[src/common/sasm_pkg.sv]
// Notes on behaviour
// - forced alarm 87.0: clearable, emergency stop, not logged to history.
// - alarms with history attribute are stored in diagnosis entries 06h to 13h.
// - overload alarm clearable only about 10 s after it occurs; clear waits.
// - absolute counter over and over-speed alarms refuse clear until absolute clear.
// - config bits 0..2 give clear attribute of the three retract alarms.
// - during retract the retract alarm is raised after retracting, then stops.
// - each fieldbus error overwrites status code and slave state.
// - displayed alarm number is the first detected, held until cleared.
// - listed illegal state transitions raise invalid-transition alarm 80.0.
// - invalid transition reports status code 0011h.
// - invalid-transition alarm is clearable; error indicator blinks while active.
// - command error alarm 2 (91.3): clearable, no stop, logged.
// - home return error alarm 2 (94.3): clearable, no stop, logged.
// - motor auto-recognition alarms 95.0-95.4: unclearable, no stop, not logged.
// - encoder data recovery alarm 92.0: unclearable, no stop, logged.
// - requested state codes other than 1,2,3,4,8 raise undefined-request alarm.
`default_nettype none
package sasm_pkg;
  localparam int unsigned CLK_FREQ_HZ = 10_000_000;
  localparam int unsigned OVL_CLEAR_TIME_S = 10;
  localparam int unsigned OVL_CLEAR_CYCLES = OVL_CLEAR_TIME_S * CLK_FREQ_HZ;
  localparam int unsigned BLINK_TIME_MS = 200;
  localparam int unsigned BLINK_CYCLES = BLINK_TIME_MS * (CLK_FREQ_HZ / 1000);

  localparam int ADDR_W = 8;
  localparam int DATA_W = 32;
  localparam logic [7:0] REG_CTRL = 8'h00;
  localparam logic [7:0] REG_RETRACT_CFG = 8'h04;
  localparam logic [7:0] REG_ALARM = 8'h08;
  localparam logic [7:0] REG_ESM = 8'h0C;
  localparam logic [7:0] REG_IRQ_STAT = 8'h10;
  localparam logic [7:0] REG_IRQ_MASK = 8'h14;
  localparam logic [7:0] REG_HIST_SEL = 8'h18;
  localparam logic [7:0] REG_HIST_DATA = 8'h1C;
  localparam logic [7:0] REG_HIST_CNT = 8'h20;
  localparam int CTRL_CLEAR_BIT = 0;
  localparam int CTRL_ABS_CLEAR_BIT = 1;
  localparam logic [2:0] RETRACT_CFG_RST = 3'h0;
  localparam int IRQ_W = 3;
  localparam int IRQ_ALARM_BIT = 0;
  localparam int IRQ_ESM_BIT = 1;
  localparam int IRQ_CLEARED_BIT = 2;

  // alarm numbers, main in decimal shown beside
  localparam logic [7:0] ALM_MAIN_OVERLOAD = 8'h10; // 16
  localparam logic [7:0] ALM_MAIN_ABS_CNT = 8'h28;  // 40
  localparam logic [7:0] ALM_MAIN_ABS_SPD = 8'h2A;  // 42
  localparam logic [7:0] ALM_MAIN_FBUS = 8'h50;     // 80
  localparam logic [7:0] ALM_MAIN_RETRACT = 8'h57;  // 87
  localparam logic [7:0] ALM_MAIN_CMD = 8'h5B;      // 91
  localparam logic [7:0] ALM_MAIN_ENC_REC = 8'h5C;  // 92
  localparam logic [7:0] ALM_MAIN_HOME = 8'h5E;     // 94
  localparam logic [7:0] ALM_MAIN_MOTOR_ID = 8'h5F; // 95
  localparam logic [3:0] SUB_FORCED = 4'h0;
  localparam logic [3:0] SUB_RETRACT_IO = 4'h1;
  localparam logic [3:0] SUB_RETRACT_COMM = 4'h2;
  localparam logic [3:0] SUB_RETRACT_FAIL = 4'h3;
  localparam logic [3:0] SUB_CMD2 = 4'h3;
  localparam logic [3:0] SUB_HOME2 = 4'h3;
  localparam logic [3:0] SUB_MOTOR_ID_MAX = 4'h4;
  localparam logic [3:0] SUB_INVALID_TR = 4'h0;
  localparam logic [3:0] SUB_UNDEF_REQ = 4'h1;

  localparam logic [15:0] AL_CODE_NONE = 16'h0000;
  localparam logic [15:0] AL_CODE_INVALID_TR = 16'h0011;
  localparam logic [15:0] AL_CODE_UNDEF_REQ = 16'h0012;
  localparam logic [3:0] ESM_INIT = 4'h1;
  localparam logic [3:0] ESM_PREOP = 4'h2;
  localparam logic [3:0] ESM_BOOT = 4'h3;
  localparam logic [3:0] ESM_SAFEOP = 4'h4;
  localparam logic [3:0] ESM_OP = 4'h8;

  localparam logic [7:0] HIST_FIRST_SUBIDX = 8'h06;
  localparam logic [7:0] HIST_LAST_SUBIDX = 8'h13;
  localparam int HIST_DEPTH = int'(HIST_LAST_SUBIDX) - int'(HIST_FIRST_SUBIDX) + 1;
  localparam int HIST_AW = 4;
  localparam int HIST_DW = 12;

  typedef enum logic [1:0] {
    ALM_IDLE = 2'b00,
    ALM_ACTIVE = 2'b01,
    ALM_PEND = 2'b11
  } sasm_alm_state_type;

  typedef struct packed {
    logic clearable;
    logic estop;
    logic history;
  } sasm_attr_type;
endpackage
`default_nettype wire

[src/common/sasm_hist_if.sv]
`default_nettype none
interface sasm_hist_if #(
  parameter int AW = 4,
  parameter int DW = 12
);
  logic wr_en;
  logic [AW-1:0] wr_addr;
  logic [DW-1:0] wr_data;
  logic [AW-1:0] rd_addr;
  logic [DW-1:0] rd_data;
  modport ctrl (output wr_en, output wr_addr, output wr_data, output rd_addr, input rd_data);
  modport mem (input wr_en, input wr_addr, input wr_data, input rd_addr, output rd_data);
endinterface
`default_nettype wire

[src/hdl/sasm_core.sv]
// The address map and the plain strobed port were decided locally.
`default_nettype none
module sasm_core #(
  parameter int unsigned OVL_CYCLES = sasm_pkg::OVL_CLEAR_CYCLES,
  parameter int unsigned BLINK_HALF = sasm_pkg::BLINK_CYCLES
) (
  input wire logic i_clk_sys,
  input wire logic i_resetn,
  input wire logic [sasm_pkg::ADDR_W-1:0] i_addr,
  input wire logic [sasm_pkg::DATA_W-1:0] i_wdata,
  input wire logic i_wr,
  input wire logic i_rd,
  output logic [sasm_pkg::DATA_W-1:0] o_rdata,
  input wire logic i_alarm_evt,
  input wire logic [7:0] i_alarm_main,
  input wire logic [3:0] i_alarm_sub,
  input wire logic i_retract_busy,
  input wire logic i_req_evt,
  input wire logic [3:0] i_req_state,
  output logic o_alarm_active,
  output logic [7:0] o_alarm_main,
  output logic [3:0] o_alarm_sub,
  output logic o_estop,
  output logic [15:0] o_al_status_code,
  output logic [3:0] o_al_state,
  output logic o_err_led,
  output logic o_irq
);
  import sasm_pkg::*;

  localparam int OVL_W = $clog2(OVL_CYCLES + 1);
  localparam int BLK_W = $clog2(BLINK_HALF + 1);
  localparam logic [OVL_W-1:0] OVL_LIMIT = OVL_W'(OVL_CYCLES);
  localparam logic [BLK_W-1:0] BLK_LAST = BLK_W'(BLINK_HALF - 1);
  localparam logic [HIST_AW-1:0] HIST_LAST = HIST_AW'(HIST_DEPTH - 1);
  localparam logic [HIST_AW:0] HIST_FULL = (HIST_AW + 1)'(HIST_DEPTH);

  function automatic sasm_attr_type attr_of(input logic [7:0] m, input logic [3:0] s, input logic [2:0] cfg);
    sasm_attr_type a;
    a = '{clearable: 1'b0, estop: 1'b0, history: 1'b1};
    case (m)
      ALM_MAIN_RETRACT: begin
        a.estop = 1'b1;
        case (s)
          SUB_FORCED: begin
            a.clearable = 1'b1;
            a.history = 1'b0;
          end
          SUB_RETRACT_IO: a.clearable = cfg[0];
          SUB_RETRACT_COMM: a.clearable = cfg[1];
          SUB_RETRACT_FAIL: a.clearable = cfg[2];
          default: a.estop = 1'b0;
        endcase
      end
      ALM_MAIN_CMD: a.clearable = (s == SUB_CMD2) || (s == 4'h1);
      ALM_MAIN_HOME: a.clearable = (s == SUB_HOME2);
      ALM_MAIN_ENC_REC: a.clearable = 1'b0;
      ALM_MAIN_MOTOR_ID: a.history = (s > SUB_MOTOR_ID_MAX);
      ALM_MAIN_OVERLOAD: a.clearable = 1'b1;
      ALM_MAIN_ABS_CNT: a.clearable = 1'b1;
      ALM_MAIN_ABS_SPD: a.clearable = 1'b1;
      ALM_MAIN_FBUS: begin
        a.clearable = 1'b1;
        a.history = 1'b0;
      end
      default: a.clearable = 1'b0;
    endcase
    return a;
  endfunction

  sasm_hist_if #(.AW(HIST_AW), .DW(HIST_DW)) hist ();

  sasm_hist_mem #(.DEPTH(HIST_DEPTH), .AW(HIST_AW), .DW(HIST_DW)) u_hist_mem (
    .i_clk_sys(i_clk_sys),
    .i_resetn(i_resetn),
    .hist(hist.mem)
  );

  sasm_alm_state_type alm_reg;
  sasm_attr_type attr_reg;
  logic [7:0] main_reg;
  logic [3:0] sub_reg;
  logic [2:0] cfg_reg;
  logic abs_done_reg;
  logic [OVL_W-1:0] ovl_cnt_reg;
  logic pend_reg;
  logic [7:0] pend_main_reg;
  logic [3:0] pend_sub_reg;
  logic [3:0] esm_reg;
  logic [15:0] code_reg;
  logic [BLK_W-1:0] blk_cnt_reg;
  logic led_reg;
  logic [IRQ_W-1:0] irq_stat_reg;
  logic [IRQ_W-1:0] irq_mask_reg;
  logic [HIST_AW-1:0] hist_sel_reg;
  logic [HIST_AW-1:0] hist_ptr_reg;
  logic [HIST_AW:0] hist_cnt_reg;
  logic hist_wr_reg;
  logic [HIST_DW-1:0] hist_data_reg;
  logic [DATA_W-1:0] rdata_reg;

  // fieldbus state request check
  logic req_defined;
  logic req_illegal;
  logic esm_err;
  logic [15:0] esm_code;
  logic [3:0] esm_next;
  always_comb begin
    req_defined = (i_req_state == ESM_INIT) || (i_req_state == ESM_PREOP) || (i_req_state == ESM_BOOT)
                  || (i_req_state == ESM_SAFEOP) || (i_req_state == ESM_OP);
    case (esm_reg)
      ESM_INIT: req_illegal = (i_req_state == ESM_SAFEOP) || (i_req_state == ESM_OP);
      ESM_PREOP: req_illegal = (i_req_state == ESM_OP) || (i_req_state == ESM_BOOT);
      ESM_SAFEOP: req_illegal = (i_req_state == ESM_BOOT);
      ESM_OP: req_illegal = (i_req_state == ESM_BOOT);
      ESM_BOOT: req_illegal = (i_req_state != ESM_INIT);
      default: req_illegal = 1'b0;
    endcase
    esm_err = i_req_evt && (!req_defined || req_illegal);
    esm_code = req_defined ? AL_CODE_INVALID_TR : AL_CODE_UNDEF_REQ;
    esm_next = (esm_reg == ESM_OP) ? ESM_SAFEOP : esm_reg;
  end

  // slave state and status code track the latest fieldbus error
  always_ff @(posedge i_clk_sys or negedge i_resetn) begin
    if (!i_resetn) begin
      esm_reg <= ESM_INIT;
      code_reg <= AL_CODE_NONE;
    end else if (esm_err) begin
      esm_reg <= esm_next;
      code_reg <= esm_code;
    end else if (i_req_evt) begin
      esm_reg <= i_req_state;
    end
  end

  // bus strobes
  logic wr_ctrl;
  logic clear_cmd;
  logic abs_cmd;
  assign wr_ctrl = i_wr && (i_addr == REG_CTRL);
  assign clear_cmd = wr_ctrl && i_wdata[CTRL_CLEAR_BIT];
  assign abs_cmd = wr_ctrl && i_wdata[CTRL_ABS_CLEAR_BIT];

  // external alarms wait at least one cycle in a holding slot so a fieldbus error in the same cycle is not lost
  logic pend_retract;
  logic ext_raise;
  logic raise;
  logic [7:0] raise_main;
  logic [3:0] raise_sub;
  sasm_attr_type raise_attr;
  assign pend_retract = (pend_main_reg == ALM_MAIN_RETRACT) && (pend_sub_reg != SUB_FORCED);
  assign ext_raise = pend_reg && !esm_err && !(pend_retract && i_retract_busy);
  assign raise = esm_err || ext_raise;
  assign raise_main = esm_err ? ALM_MAIN_FBUS : pend_main_reg;
  assign raise_sub = esm_err ? (req_defined ? SUB_INVALID_TR : SUB_UNDEF_REQ) : pend_sub_reg;
  assign raise_attr = attr_of(raise_main, raise_sub, cfg_reg);

  always_ff @(posedge i_clk_sys or negedge i_resetn) begin
    if (!i_resetn) begin
      pend_reg <= 1'b0;
      pend_main_reg <= 8'h00;
      pend_sub_reg <= 4'h0;
    end else if (i_alarm_evt && (!pend_reg || ext_raise)) begin
      pend_reg <= 1'b1;
      pend_main_reg <= i_alarm_main;
      pend_sub_reg <= i_alarm_sub;
    end else if (ext_raise) begin
      pend_reg <= 1'b0;
    end
  end

  // clear qualification
  logic is_ovl;
  logic is_abs;
  logic ovl_ok;
  logic can_clear;
  logic do_clear;
  assign is_ovl = (main_reg == ALM_MAIN_OVERLOAD) && (sub_reg == 4'h0);
  assign is_abs = ((main_reg == ALM_MAIN_ABS_CNT) || (main_reg == ALM_MAIN_ABS_SPD)) && (sub_reg == 4'h0);
  assign ovl_ok = (ovl_cnt_reg >= OVL_LIMIT);
  assign can_clear = attr_reg.clearable && (!is_ovl || ovl_ok) && (!is_abs || abs_done_reg);
  assign do_clear = ((alm_reg == ALM_ACTIVE) && clear_cmd && can_clear) || ((alm_reg == ALM_PEND) && can_clear);

  always_ff @(posedge i_clk_sys or negedge i_resetn) begin
    if (!i_resetn) begin
      alm_reg <= ALM_IDLE;
      main_reg <= 8'h00;
      sub_reg <= 4'h0;
      attr_reg <= '0;
    end else begin
      case (alm_reg)
        ALM_IDLE: begin
          if (raise) begin
            alm_reg <= ALM_ACTIVE;
            main_reg <= raise_main;
            sub_reg <= raise_sub;
            attr_reg <= raise_attr;
          end
        end
        ALM_ACTIVE: begin
          if (do_clear) begin
            alm_reg <= ALM_IDLE;
          end else if (clear_cmd && attr_reg.clearable && is_ovl) begin
            alm_reg <= ALM_PEND;
          end
          // unclearable, or absolute alarm without absolute clear: command dropped
          if (raise && raise_attr.estop) begin
            attr_reg.estop <= 1'b1;
          end
        end
        ALM_PEND: begin
          if (do_clear) begin
            alm_reg <= ALM_IDLE;
          end
          if (raise && raise_attr.estop) begin
            attr_reg.estop <= 1'b1;
          end
        end
        default: alm_reg <= ALM_IDLE;
      endcase
    end
  end

  // overload clear timer and absolute-clear latch restart with every newly captured alarm
  always_ff @(posedge i_clk_sys or negedge i_resetn) begin
    if (!i_resetn) begin
      ovl_cnt_reg <= '0;
    end else if (alm_reg == ALM_IDLE) begin
      ovl_cnt_reg <= '0;
    end else if (is_ovl && !ovl_ok) begin
      ovl_cnt_reg <= ovl_cnt_reg + OVL_W'(1);
    end
  end

  always_ff @(posedge i_clk_sys or negedge i_resetn) begin
    if (!i_resetn) begin
      abs_done_reg <= 1'b0;
    end else if (alm_reg == ALM_IDLE) begin
      abs_done_reg <= 1'b0;
    end else if (abs_cmd) begin
      abs_done_reg <= 1'b1;
    end
  end

  // history ring: every alarm flagged for history is logged, not only the first
  always_ff @(posedge i_clk_sys or negedge i_resetn) begin
    if (!i_resetn) begin
      hist_wr_reg <= 1'b0;
      hist_data_reg <= '0;
      hist_ptr_reg <= '0;
      hist_cnt_reg <= '0;
    end else begin
      hist_wr_reg <= raise && raise_attr.history;
      if (raise && raise_attr.history) begin
        hist_data_reg <= {raise_sub, raise_main};
      end
      if (hist_wr_reg) begin
        hist_ptr_reg <= (hist_ptr_reg == HIST_LAST) ? '0 : hist_ptr_reg + HIST_AW'(1);
        if (hist_cnt_reg != HIST_FULL) begin
          hist_cnt_reg <= hist_cnt_reg + (HIST_AW + 1)'(1);
        end
      end
    end
  end
  assign hist.wr_en = hist_wr_reg;
  assign hist.wr_addr = hist_ptr_reg;
  assign hist.wr_data = hist_data_reg;
  assign hist.rd_addr = hist_sel_reg;

  // blink divider gives a one-cycle toggle enable
  logic blk_tick;
  logic fbus_alarm;
  assign blk_tick = (blk_cnt_reg == BLK_LAST);
  assign fbus_alarm = (alm_reg != ALM_IDLE) && (main_reg == ALM_MAIN_FBUS);
  always_ff @(posedge i_clk_sys or negedge i_resetn) begin
    if (!i_resetn) begin
      blk_cnt_reg <= '0;
    end else if (blk_tick) begin
      blk_cnt_reg <= '0;
    end else begin
      blk_cnt_reg <= blk_cnt_reg + BLK_W'(1);
    end
  end

  always_ff @(posedge i_clk_sys or negedge i_resetn) begin
    if (!i_resetn) begin
      led_reg <= 1'b0;
    end else if (!fbus_alarm) begin
      led_reg <= 1'b0;
    end else if (blk_tick) begin
      led_reg <= !led_reg;
    end
  end

  // configuration, mask and interrupt status; a new event beats a same-cycle write-one clear
  logic [IRQ_W-1:0] irq_set;
  assign irq_set = {do_clear, esm_err, raise && (alm_reg == ALM_IDLE)};
  always_ff @(posedge i_clk_sys or negedge i_resetn) begin
    if (!i_resetn) begin
      cfg_reg <= RETRACT_CFG_RST;
      irq_mask_reg <= '0;
      hist_sel_reg <= '0;
    end else if (i_wr) begin
      case (i_addr)
        REG_RETRACT_CFG: cfg_reg <= i_wdata[2:0];
        REG_IRQ_MASK: irq_mask_reg <= i_wdata[IRQ_W-1:0];
        REG_HIST_SEL: hist_sel_reg <= i_wdata[HIST_AW-1:0];
        default: hist_sel_reg <= hist_sel_reg;
      endcase
    end
  end

  always_ff @(posedge i_clk_sys or negedge i_resetn) begin
    if (!i_resetn) begin
      irq_stat_reg <= '0;
    end else begin
      irq_stat_reg <= (irq_stat_reg & ~((i_wr && (i_addr == REG_IRQ_STAT)) ? i_wdata[IRQ_W-1:0] : '0)) | irq_set;
    end
  end

  always_ff @(posedge i_clk_sys or negedge i_resetn) begin
    if (!i_resetn) begin
      rdata_reg <= '0;
    end else if (i_rd) begin
      case (i_addr)
        REG_RETRACT_CFG: rdata_reg <= {29'h0, cfg_reg};
        REG_ALARM: rdata_reg <= {12'h000, sub_reg, main_reg, 3'h0, alm_reg == ALM_PEND,
                                 attr_reg.history, attr_reg.estop, attr_reg.clearable, alm_reg != ALM_IDLE};
        REG_ESM: rdata_reg <= {code_reg, 12'h000, esm_reg};
        REG_IRQ_STAT: rdata_reg <= {29'h0, irq_stat_reg};
        REG_IRQ_MASK: rdata_reg <= {29'h0, irq_mask_reg};
        REG_HIST_SEL: rdata_reg <= {28'h0, hist_sel_reg};
        REG_HIST_DATA: rdata_reg <= {20'h0, hist.rd_data};
        REG_HIST_CNT: rdata_reg <= {23'h0, hist_ptr_reg, hist_cnt_reg};
        default: rdata_reg <= '0;
      endcase
    end else begin
      rdata_reg <= '0;
    end
  end

  // outputs registered
  always_ff @(posedge i_clk_sys or negedge i_resetn) begin
    if (!i_resetn) begin
      o_alarm_active <= 1'b0;
      o_alarm_main <= 8'h00;
      o_alarm_sub <= 4'h0;
      o_estop <= 1'b0;
      o_irq <= 1'b0;
    end else begin
      o_alarm_active <= (alm_reg != ALM_IDLE);
      o_alarm_main <= main_reg;
      o_alarm_sub <= sub_reg;
      o_estop <= (alm_reg != ALM_IDLE) && attr_reg.estop;
      o_irq <= |(irq_stat_reg & irq_mask_reg);
    end
  end
  assign o_rdata = rdata_reg;
  assign o_al_status_code = code_reg;
  assign o_al_state = esm_reg;
  assign o_err_led = led_reg;
endmodule // sasm_core
`default_nettype wire

[src/hdl/sasm_hist_mem.sv]
`default_nettype none
module sasm_hist_mem #(
  parameter int DEPTH = 14,
  parameter int AW = 4,
  parameter int DW = 12
) (
  input wire logic i_clk_sys,
  input wire logic i_resetn,
  sasm_hist_if.mem hist
);
  logic [DW-1:0] mem_reg [DEPTH];

  always_ff @(posedge i_clk_sys) begin
    if (hist.wr_en && (int'(hist.wr_addr) < DEPTH)) begin
      mem_reg[hist.wr_addr] <= hist.wr_data;
    end
  end

  // out-of-range entries read as zero; unwritten entries are not cleared by reset, so software checks the count
  always_ff @(posedge i_clk_sys or negedge i_resetn) begin
    if (!i_resetn) begin
      hist.rd_data <= '0;
    end else if (int'(hist.rd_addr) < DEPTH) begin
      hist.rd_data <= mem_reg[hist.rd_addr];
    end else begin
      hist.rd_data <= '0;
    end
  end
endmodule // sasm_hist_mem
`default_nettype wire

[config.mk]
export PLATFORM = sky130hd
export DESIGN_NAME = sasm_core
export DESIGN_NICKNAME = d
export VERILOG_FILES = /design/src/common/sasm_pkg.sv /design/src/common/sasm_hist_if.sv /design/src/hdl/sasm_core.sv /design/src/hdl/sasm_hist_mem.sv
export SDC_FILE = /design/constraint.sdc
export NUM_CORES = 1
export LEC_CHECK = 0
export BUFFER_PORTS_ARGS = -buffer_cell sky130_fd_sc_hd__buf_2
export CAP_MARGIN = 0
export CORE_UTILIZATION = 30
export DETAILED_ROUTE_END_ITERATION = 12
export PLACE_DENSITY = 0.44
export SYNTH_ARGS = -nofsm -noshare
export SYNTH_HDL_FRONTEND = slang
export SYNTH_SLANG_ARGS = --single-unit
export TNS_END_PERCENT = 30
[constraint.sdc]
create_clock -name i_clk_sys -period 6.8 [get_ports i_clk_sys]
set_input_delay 1.36 -clock i_clk_sys [delete_from_list [all_inputs] [get_ports i_clk_sys]]
set_output_delay 1.36 -clock i_clk_sys [all_outputs]
set_load 0.05 [all_outputs]
### Word-level counts from Yosys, hierarchy flattened

Memories as Yosys holds them, arrays and structs flattened.
Cells that the tools add are included.

* register bits: 194
* memories kept: 1
* RAM bits: 168

Memories
* u_hist_mem.mem_reg: depth 14, bits a word 12, read ports 1, clocked after memory_dff 0, wr ports 1, RTL line sasm_hist_mem.sv:11 `logic [DW-1:0] mem_reg [DEPTH];`

* $lt $le $gt $ge: 4
* add/sub/neg operators: 4
* multiplexer cells: 38
* reductions and logical operators: 72
* bitwise operators: 4
* equality and inequality tests: 46

Operator list (count)
* $pmux W32 S8: 1
* $eq A8 B7 Y1 const B: 7
* $mux W27: 2
* $eq A8 B5 Y1 const B: 6
* $eq A8 B6 Y1 const B: 5
* $mux W32: 1
* $add A27 B1 Y27 const B: 1
* $ge A27 B27 Y1 const B: 1
* $logic_and A1 B1 Y1: 26
* $eq A4 B2 Y1 const B: 6
* $add A21 B1 Y21 const B: 1
* $eq A21 B21 Y1 const B: 1
* $mux W21: 1
* $mux W4: 5
* $eq A8 B4 Y1 const B: 2
* $logic_or A1 B1 Y1: 14
* $mux W1: 13
* $eq A4 B1 Y1 const B: 3
* $eq A4 B4 Y1 const B: 3
* $mux W12: 1
* $mux W2: 6
* $pmux W1 S4: 3
* $reduce_and A2 Y1: 6
* $reduce_bool A2 Y1: 6
* 30 further kinds: 47

### Depth between registers and ports, before layout

* depth after elaboration: 16
* gate-level depth with buffers: 10

### Hierarchy

From an unflattened synthesis, not the netlist that was laid out.

* cell total of the unflattened synthesis: 1090
* area total of the unflattened synthesis: 14684.1 um2

Modules (own cells, without submodules)
* sasm_core: area each 7822.5 um2, seq. area each 3955.0 um2, cells an instance 770, instances 1
* sasm_hist_mem: area each 6861.6 um2, seq. area each 5345.1 um2, cells an instance 320, instances 1

### Worst setup path before layout

No wires, ideal clock.

* kind: input -> register
* start: input i_req_state[1]
* end: register hist_data_reg[10] (netlist: hist.wr_data[10])
* required time: 6675 ps
* path slack: 3722 ps
* stages: 7
* library setup time: 125 ps
* arrival time: 2953 ps
* path through: or4b_1 o41ai_1 a31oi_1 o21ai_4 o211a_4 buf_6 mux2_4

* cells in the longest elaborated chain, start to end: 13

RTL lines
* start, declared: RTL line sasm_core.sv:19 `input wire logic [3:0] i_req_state,`
* branches (longest 13 deep; another with $gt A4 B3 Y1)
* end signal, assigned: RTL line sasm_core.sv:256 `hist_data_reg <= {raise_sub, raise_main};`
* end, declared: RTL line sasm_core.sv:99 `logic [HIST_DW-1:0] hist_data_reg;`

Parallel ways; which one is timed is not known.
A chain may end at the register's enable or synchronous reset.

### Worst setup path after layout

* start: register main_reg[6]
* end: register ovl_cnt_reg[25]

* cells in the longest elaborated chain, start to end: 4

RTL lines
* start, declared: RTL line sasm_core.sv:81 `logic [7:0] main_reg;`
* start signal, assigned: RTL line sasm_core.sv:196 `main_reg <= raise_main;`
* $eq A8 B5 Y1: RTL line sasm_core.sv:179 `assign is_ovl = (main_reg == ALM_MAIN_OVERLOAD) && (sub_reg == 4'h0);`
* $logic_and A1 B1 Y1: RTL line sasm_core.sv:179
* $logic_and A1 B1 Y1: RTL line sasm_core.sv:231 `end else if (is_ovl && !ovl_ok) begin`
* $reduce_bool A2 Y1 (no source line)
* end signal, assigned: RTL line sasm_core.sv:232 `ovl_cnt_reg <= ovl_cnt_reg + OVL_W'(1);`
* end, declared: RTL line sasm_core.sv:85 `logic [OVL_W-1:0] ovl_cnt_reg;`

Every way passes these cells.

==> flow_metrics.tcl <==
set metrics [dict create \
    run_status "completed" \
    area_fraction_of_the_dominant_cell_type_after_synthesis 0.348 \
    synth-async-reset-ratio 0.503 \
    global_route.usage.total 0.151 \
    synth-warning-count 0 \
    routed-via-count 8913 \
    timing.setup.tns_ns 0 \
    filler_cell_count 4651 \
    setup_ws_ns 3.51 \
    synth_seq_area_share 0.641 \
    power-per-cell-area_mw_per_mm2 324 \
    crit_path_largest_cell_delay_ns 0.68 \
    finish.instance_area_sq_mm 0.0167 \
    grt_pass1_wl_microns 56400 \
    postSynthRegisterBits 338 \
    detailedRoute.firstPassIterationCount 6 \
    antenna_found_initial 1 \
    finish.cell_count_without_fillers 1789 \
    drc 0 \
    period_needed_ns 3.29 \
    ctsResizeCount 0 \
    finalSetupViolations 0 \
    initial_utilization 0.304 \
    die_h_microns 222 \
    achievable-frequency_ghz 0.304 \
    ctsRootBufferMaster "sky130_fd_sc_hd__clkbuf_16" \
    post-place-ws_ns 3.07 \
    hold_slack_ns 0.437 \
    worst_setup_path_endpoint "ovl_cnt_reg[25]$_DFFE_PN0P_" \
    power.static_leakage_nw 6.42 \
    max_slew_margin 0.147 \
    via_count_of_the_first_global_routing_pass 8942 \
    fp.coreArea_sq_mm 0.0477 \
    worstRegToRegCells 6 \
    tightestPinTransition_ns 1.28 \
    detailedRoute.firstIterationViolations 648 \
    dpl.cell_count 1717 \
    finish.net_count 1212 \
    synthFlopType "sky130_fd_sc_hd__dfrtp_1" \
    post-synth-top-count-cell "sky130_fd_sc_hd__dfrtp_1" \
    dieArea_sq_mm 0.0492 \
    synth_largest_area_cell "sky130_fd_sc_hd__edfxtp_1" \
    timing.hold.worst_path_depth 0 \
    min_period_over_period 0.484 \
    r2r_setup_slack_ns 3.51 \
    die_width_microns 222 \
    clock_latency_ns 0.55 \
    synthCells 1073 \
    final_layout_size_suffix_gt1_frac 0.198 \
    drt-wirelength-per-cell_microns 20.4 \
    clkSlewWorstSetupHoldPaths_ns 0.06 \
    global_route.overflow_total 0 \
    cts_tree "yes" \
    place_hpwl_microns 22900 \
    drt-total-wl_microns 36500 \
    top_area_cells_in_the_synthesized_netlist "sky130_fd_sc_hd__edfxtp_1 (35%), sky130_fd_sc_hd__dfrtp_1 (29%), sky130_fd_sc_hd__mux4_2 (5.6%), sky130_fd_sc_hd__mux2i_1 (2.6%), sky130_fd_sc_hd__nor2_1 (2.3%)" \
    clock_path_buffers 3 \
    place_area_sq_mm 0.0155 \
    path_cells "nor4_1, nand4_1, a21oi_2, nand4_1, or3_1, a21oi_1" \
    timing.setup.critical_path_class "reg -> reg" \
    crit_path_start_kind "flip-flop" \
    htreeDepth 2 \
    detail-route-antenna-nets 0 \
    antenna_cells_inserted 0 \
    hold_viol 0 \
    crit_top_cell "sky130_fd_sc_hd__nand4_1" \
    final-max-slew-violation-count 0 \
    critPathArrivalTime_ns 3.76 \
    syn2layout_area_growth_pct 15.1 \
    syn_avg_cell_area_sq_um 13.5 \
    globalplace.congestion 0.775 \
    max-vdd-ir-drop_mv 0.137 \
    critical_path_required_ns 7.27 \
    routed_via_density 4.98 \
    synth-edff-count 168 \
    multiInputGateArea_sq_mm 0.00483 \
    portBuffers 78 \
    max_reg_flops 168 \
    path_max_fanout 13 \
    hold_class "reg -> reg" \
    worstSetupStartpoint "main_reg[6]$_DFFE_PN0P_" \
    cts-hold-fix-buffers 0 \
    cell_area_after_synthesis_sq_mm 0.0145 \
    critPathSlowestCell "sky130_fd_sc_hd__a21oi_2" \
    rsz_0062_raised_after_global_routing "false" \
    cts_post_setup_buffers_inserted 0 \
    clock_sink_count 338 \
    maximum_number_of_pins_on_one_net_before_global_route_repair 105 \
    num_io_pins 131 \
    layout.area.seq_sq_mm 0.00930 \
    netlist-cell-type-count 75 \
    critical_path.reg2reg.startpoint "main_reg[6]$_DFFE_PN0P_" \
    fin_skew_ns 0.0153 \
    cap_violations 0 \
    ranking_of_synthesized_cells_by_instance_count "sky130_fd_sc_hd__dfrtp_1 (169), sky130_fd_sc_hd__edfxtp_1 (168), sky130_fd_sc_hd__nor2_1 (88)" \
    row_count 80 \
    timing.rr.end "ovl_cnt_reg[25]$_DFFE_PN0P_" \
    tritoncts.num_buffers 40 \
    end_kind "flip-flop" \
]
[power breakdown]
| part | switching [mW] | total, mW | internal [mW] | leakage, nW |
|---|---|---|---|---|
| logic | 0.380 | 0.595 | 0.215 | 2.13 |
| clock network | 0.848 | 2.04 | 1.19 | 0.608 |
| registers | 0.312 | 2.78 | 2.47 | 3.67 |
[logic make-up (layout without fill, tap and decap cells)]
| logic type | count (synthesis) | in the layout | synth area share |
|---|---|---|---|
| other | 1 | 24 | 0.000259 |
| flip-flops | 338 | 338 | 0.641 |
| buffers and inverters | 109 | 187 | 0.0367 |
| adder cells (fa/ha/maj) | 6 | 6 | 0.00509 |
| AND/OR/NAND/NOR | 321 | 321 | 0.113 |
| AO/OA/AOI/OAI | 161 | 161 | 0.0758 |
| XOR/XNOR | 33 | 33 | 0.0199 |
| multiplexers | 104 | 104 | 0.108 |
[placed cells by master (no fill, tap or decap), types with 6 or more instances in the layout]
master,netlist,final
sky130_fd_sc_hd__conb_1,1,24
sky130_fd_sc_hd__xnor2_1,15,15
sky130_fd_sc_hd__nand2_1,63,63
sky130_fd_sc_hd__xor2_1,18,18
sky130_fd_sc_hd__mux2_2,16,16
sky130_fd_sc_hd__mux4_2,36,36
sky130_fd_sc_hd__buf_2,9,77
sky130_fd_sc_hd__nor2_1,88,79
sky130_fd_sc_hd__and2_1,10,10
sky130_fd_sc_hd__a21oi_1,42,42
sky130_fd_sc_hd__a22oi_1,9,9
sky130_fd_sc_hd__nor3_1,14,10
sky130_fd_sc_hd__and3_1,21,21
sky130_fd_sc_hd__a221oi_1,12,12
sky130_fd_sc_hd__o21ai_0,38,38
sky130_fd_sc_hd__mux2i_1,38,38
sky130_fd_sc_hd__clkinv_1,0,10
sky130_fd_sc_hd__nor2_2,0,9
sky130_fd_sc_hd__nand2b_1,6,6
sky130_fd_sc_hd__o211ai_1,9,9
sky130_fd_sc_hd__a21o_1,8,8
sky130_fd_sc_hd__clkbuf_16,0,41
sky130_fd_sc_hd__or3_1,15,15
sky130_fd_sc_hd__edfxtp_1,168,168
sky130_fd_sc_hd__nor4_1,10,10
sky130_fd_sc_hd__clkinv_2,0,8
sky130_fd_sc_hd__nand4_1,26,26
sky130_fd_sc_hd__dfrtp_1,169,168
sky130_fd_sc_hd__mux2_4,9,9
sky130_fd_sc_hd__nor2b_1,6,6
sky130_fd_sc_hd__inv_1,29,29
sky130_fd_sc_hd__nand3_1,33,33
sky130_fd_sc_hd__buf_4,24,8
[critical path, delay by kind of cell, from the launching register on]
| kind | cells | cell delay, ns |
|---|---|---|
| simple gates | 4 | 1.94 |
| compound gates | 2 | 0.83 |
| flops | 1 | 0.43 |
[how the worst min path moves through the flow]
stage | from | to | slack [ns]
floorplan | sub_reg[2]$_DFFE_PN0P_ | o_alarm_sub[2]$_DFF_PN0_ | 0.39
global placement | sub_reg[3]$_DFFE_PN0P_ | o_alarm_sub[3]$_DFF_PN0_ | 0.43
detailed placement | sub_reg[3]$_DFFE_PN0P_ | o_alarm_sub[3]$_DFF_PN0_ | 0.43
CTS | sub_reg[3]$_DFFE_PN0P_ | o_alarm_sub[3]$_DFF_PN0_ | 0.44
global route | sub_reg[3]$_DFFE_PN0P_ | o_alarm_sub[3]$_DFF_PN0_ | 0.45
finish | sub_reg[3]$_DFFE_PN0P_ | o_alarm_sub[3]$_DFF_PN0_ | 0.44
[routing by layer]
layer	global-route usage	vias to the layer above	part of all wire
li1	-	4120	-
met4	0.0517	0	0.024
met5	0	-	0
met1	0.219	4550	0.48
met2	0.230	190	0.45
met3	0.0239	53	0.040
[per-stage QoR]
stage,utilization,power [mW]
floorplan,-,3.12
global placement,0.324,3.42
detailed placement,0.324,3.43
CTS,0.350,5.49
global route,0.350,5.64
finish,0.350,5.41
[area by class of cell]
type / instances / share of cell area
sequential: 338 / 0.557
multi-input combinational: 649 / 0.289
clock buffer: 51 / 0.0667
tap: 615 / 0.0461
timing repair buffer: 86 / 0.0273
clock inverter: 21 / 0.00734
inverter: 29 / 0.00652
(Power assumes the default switching activity.)
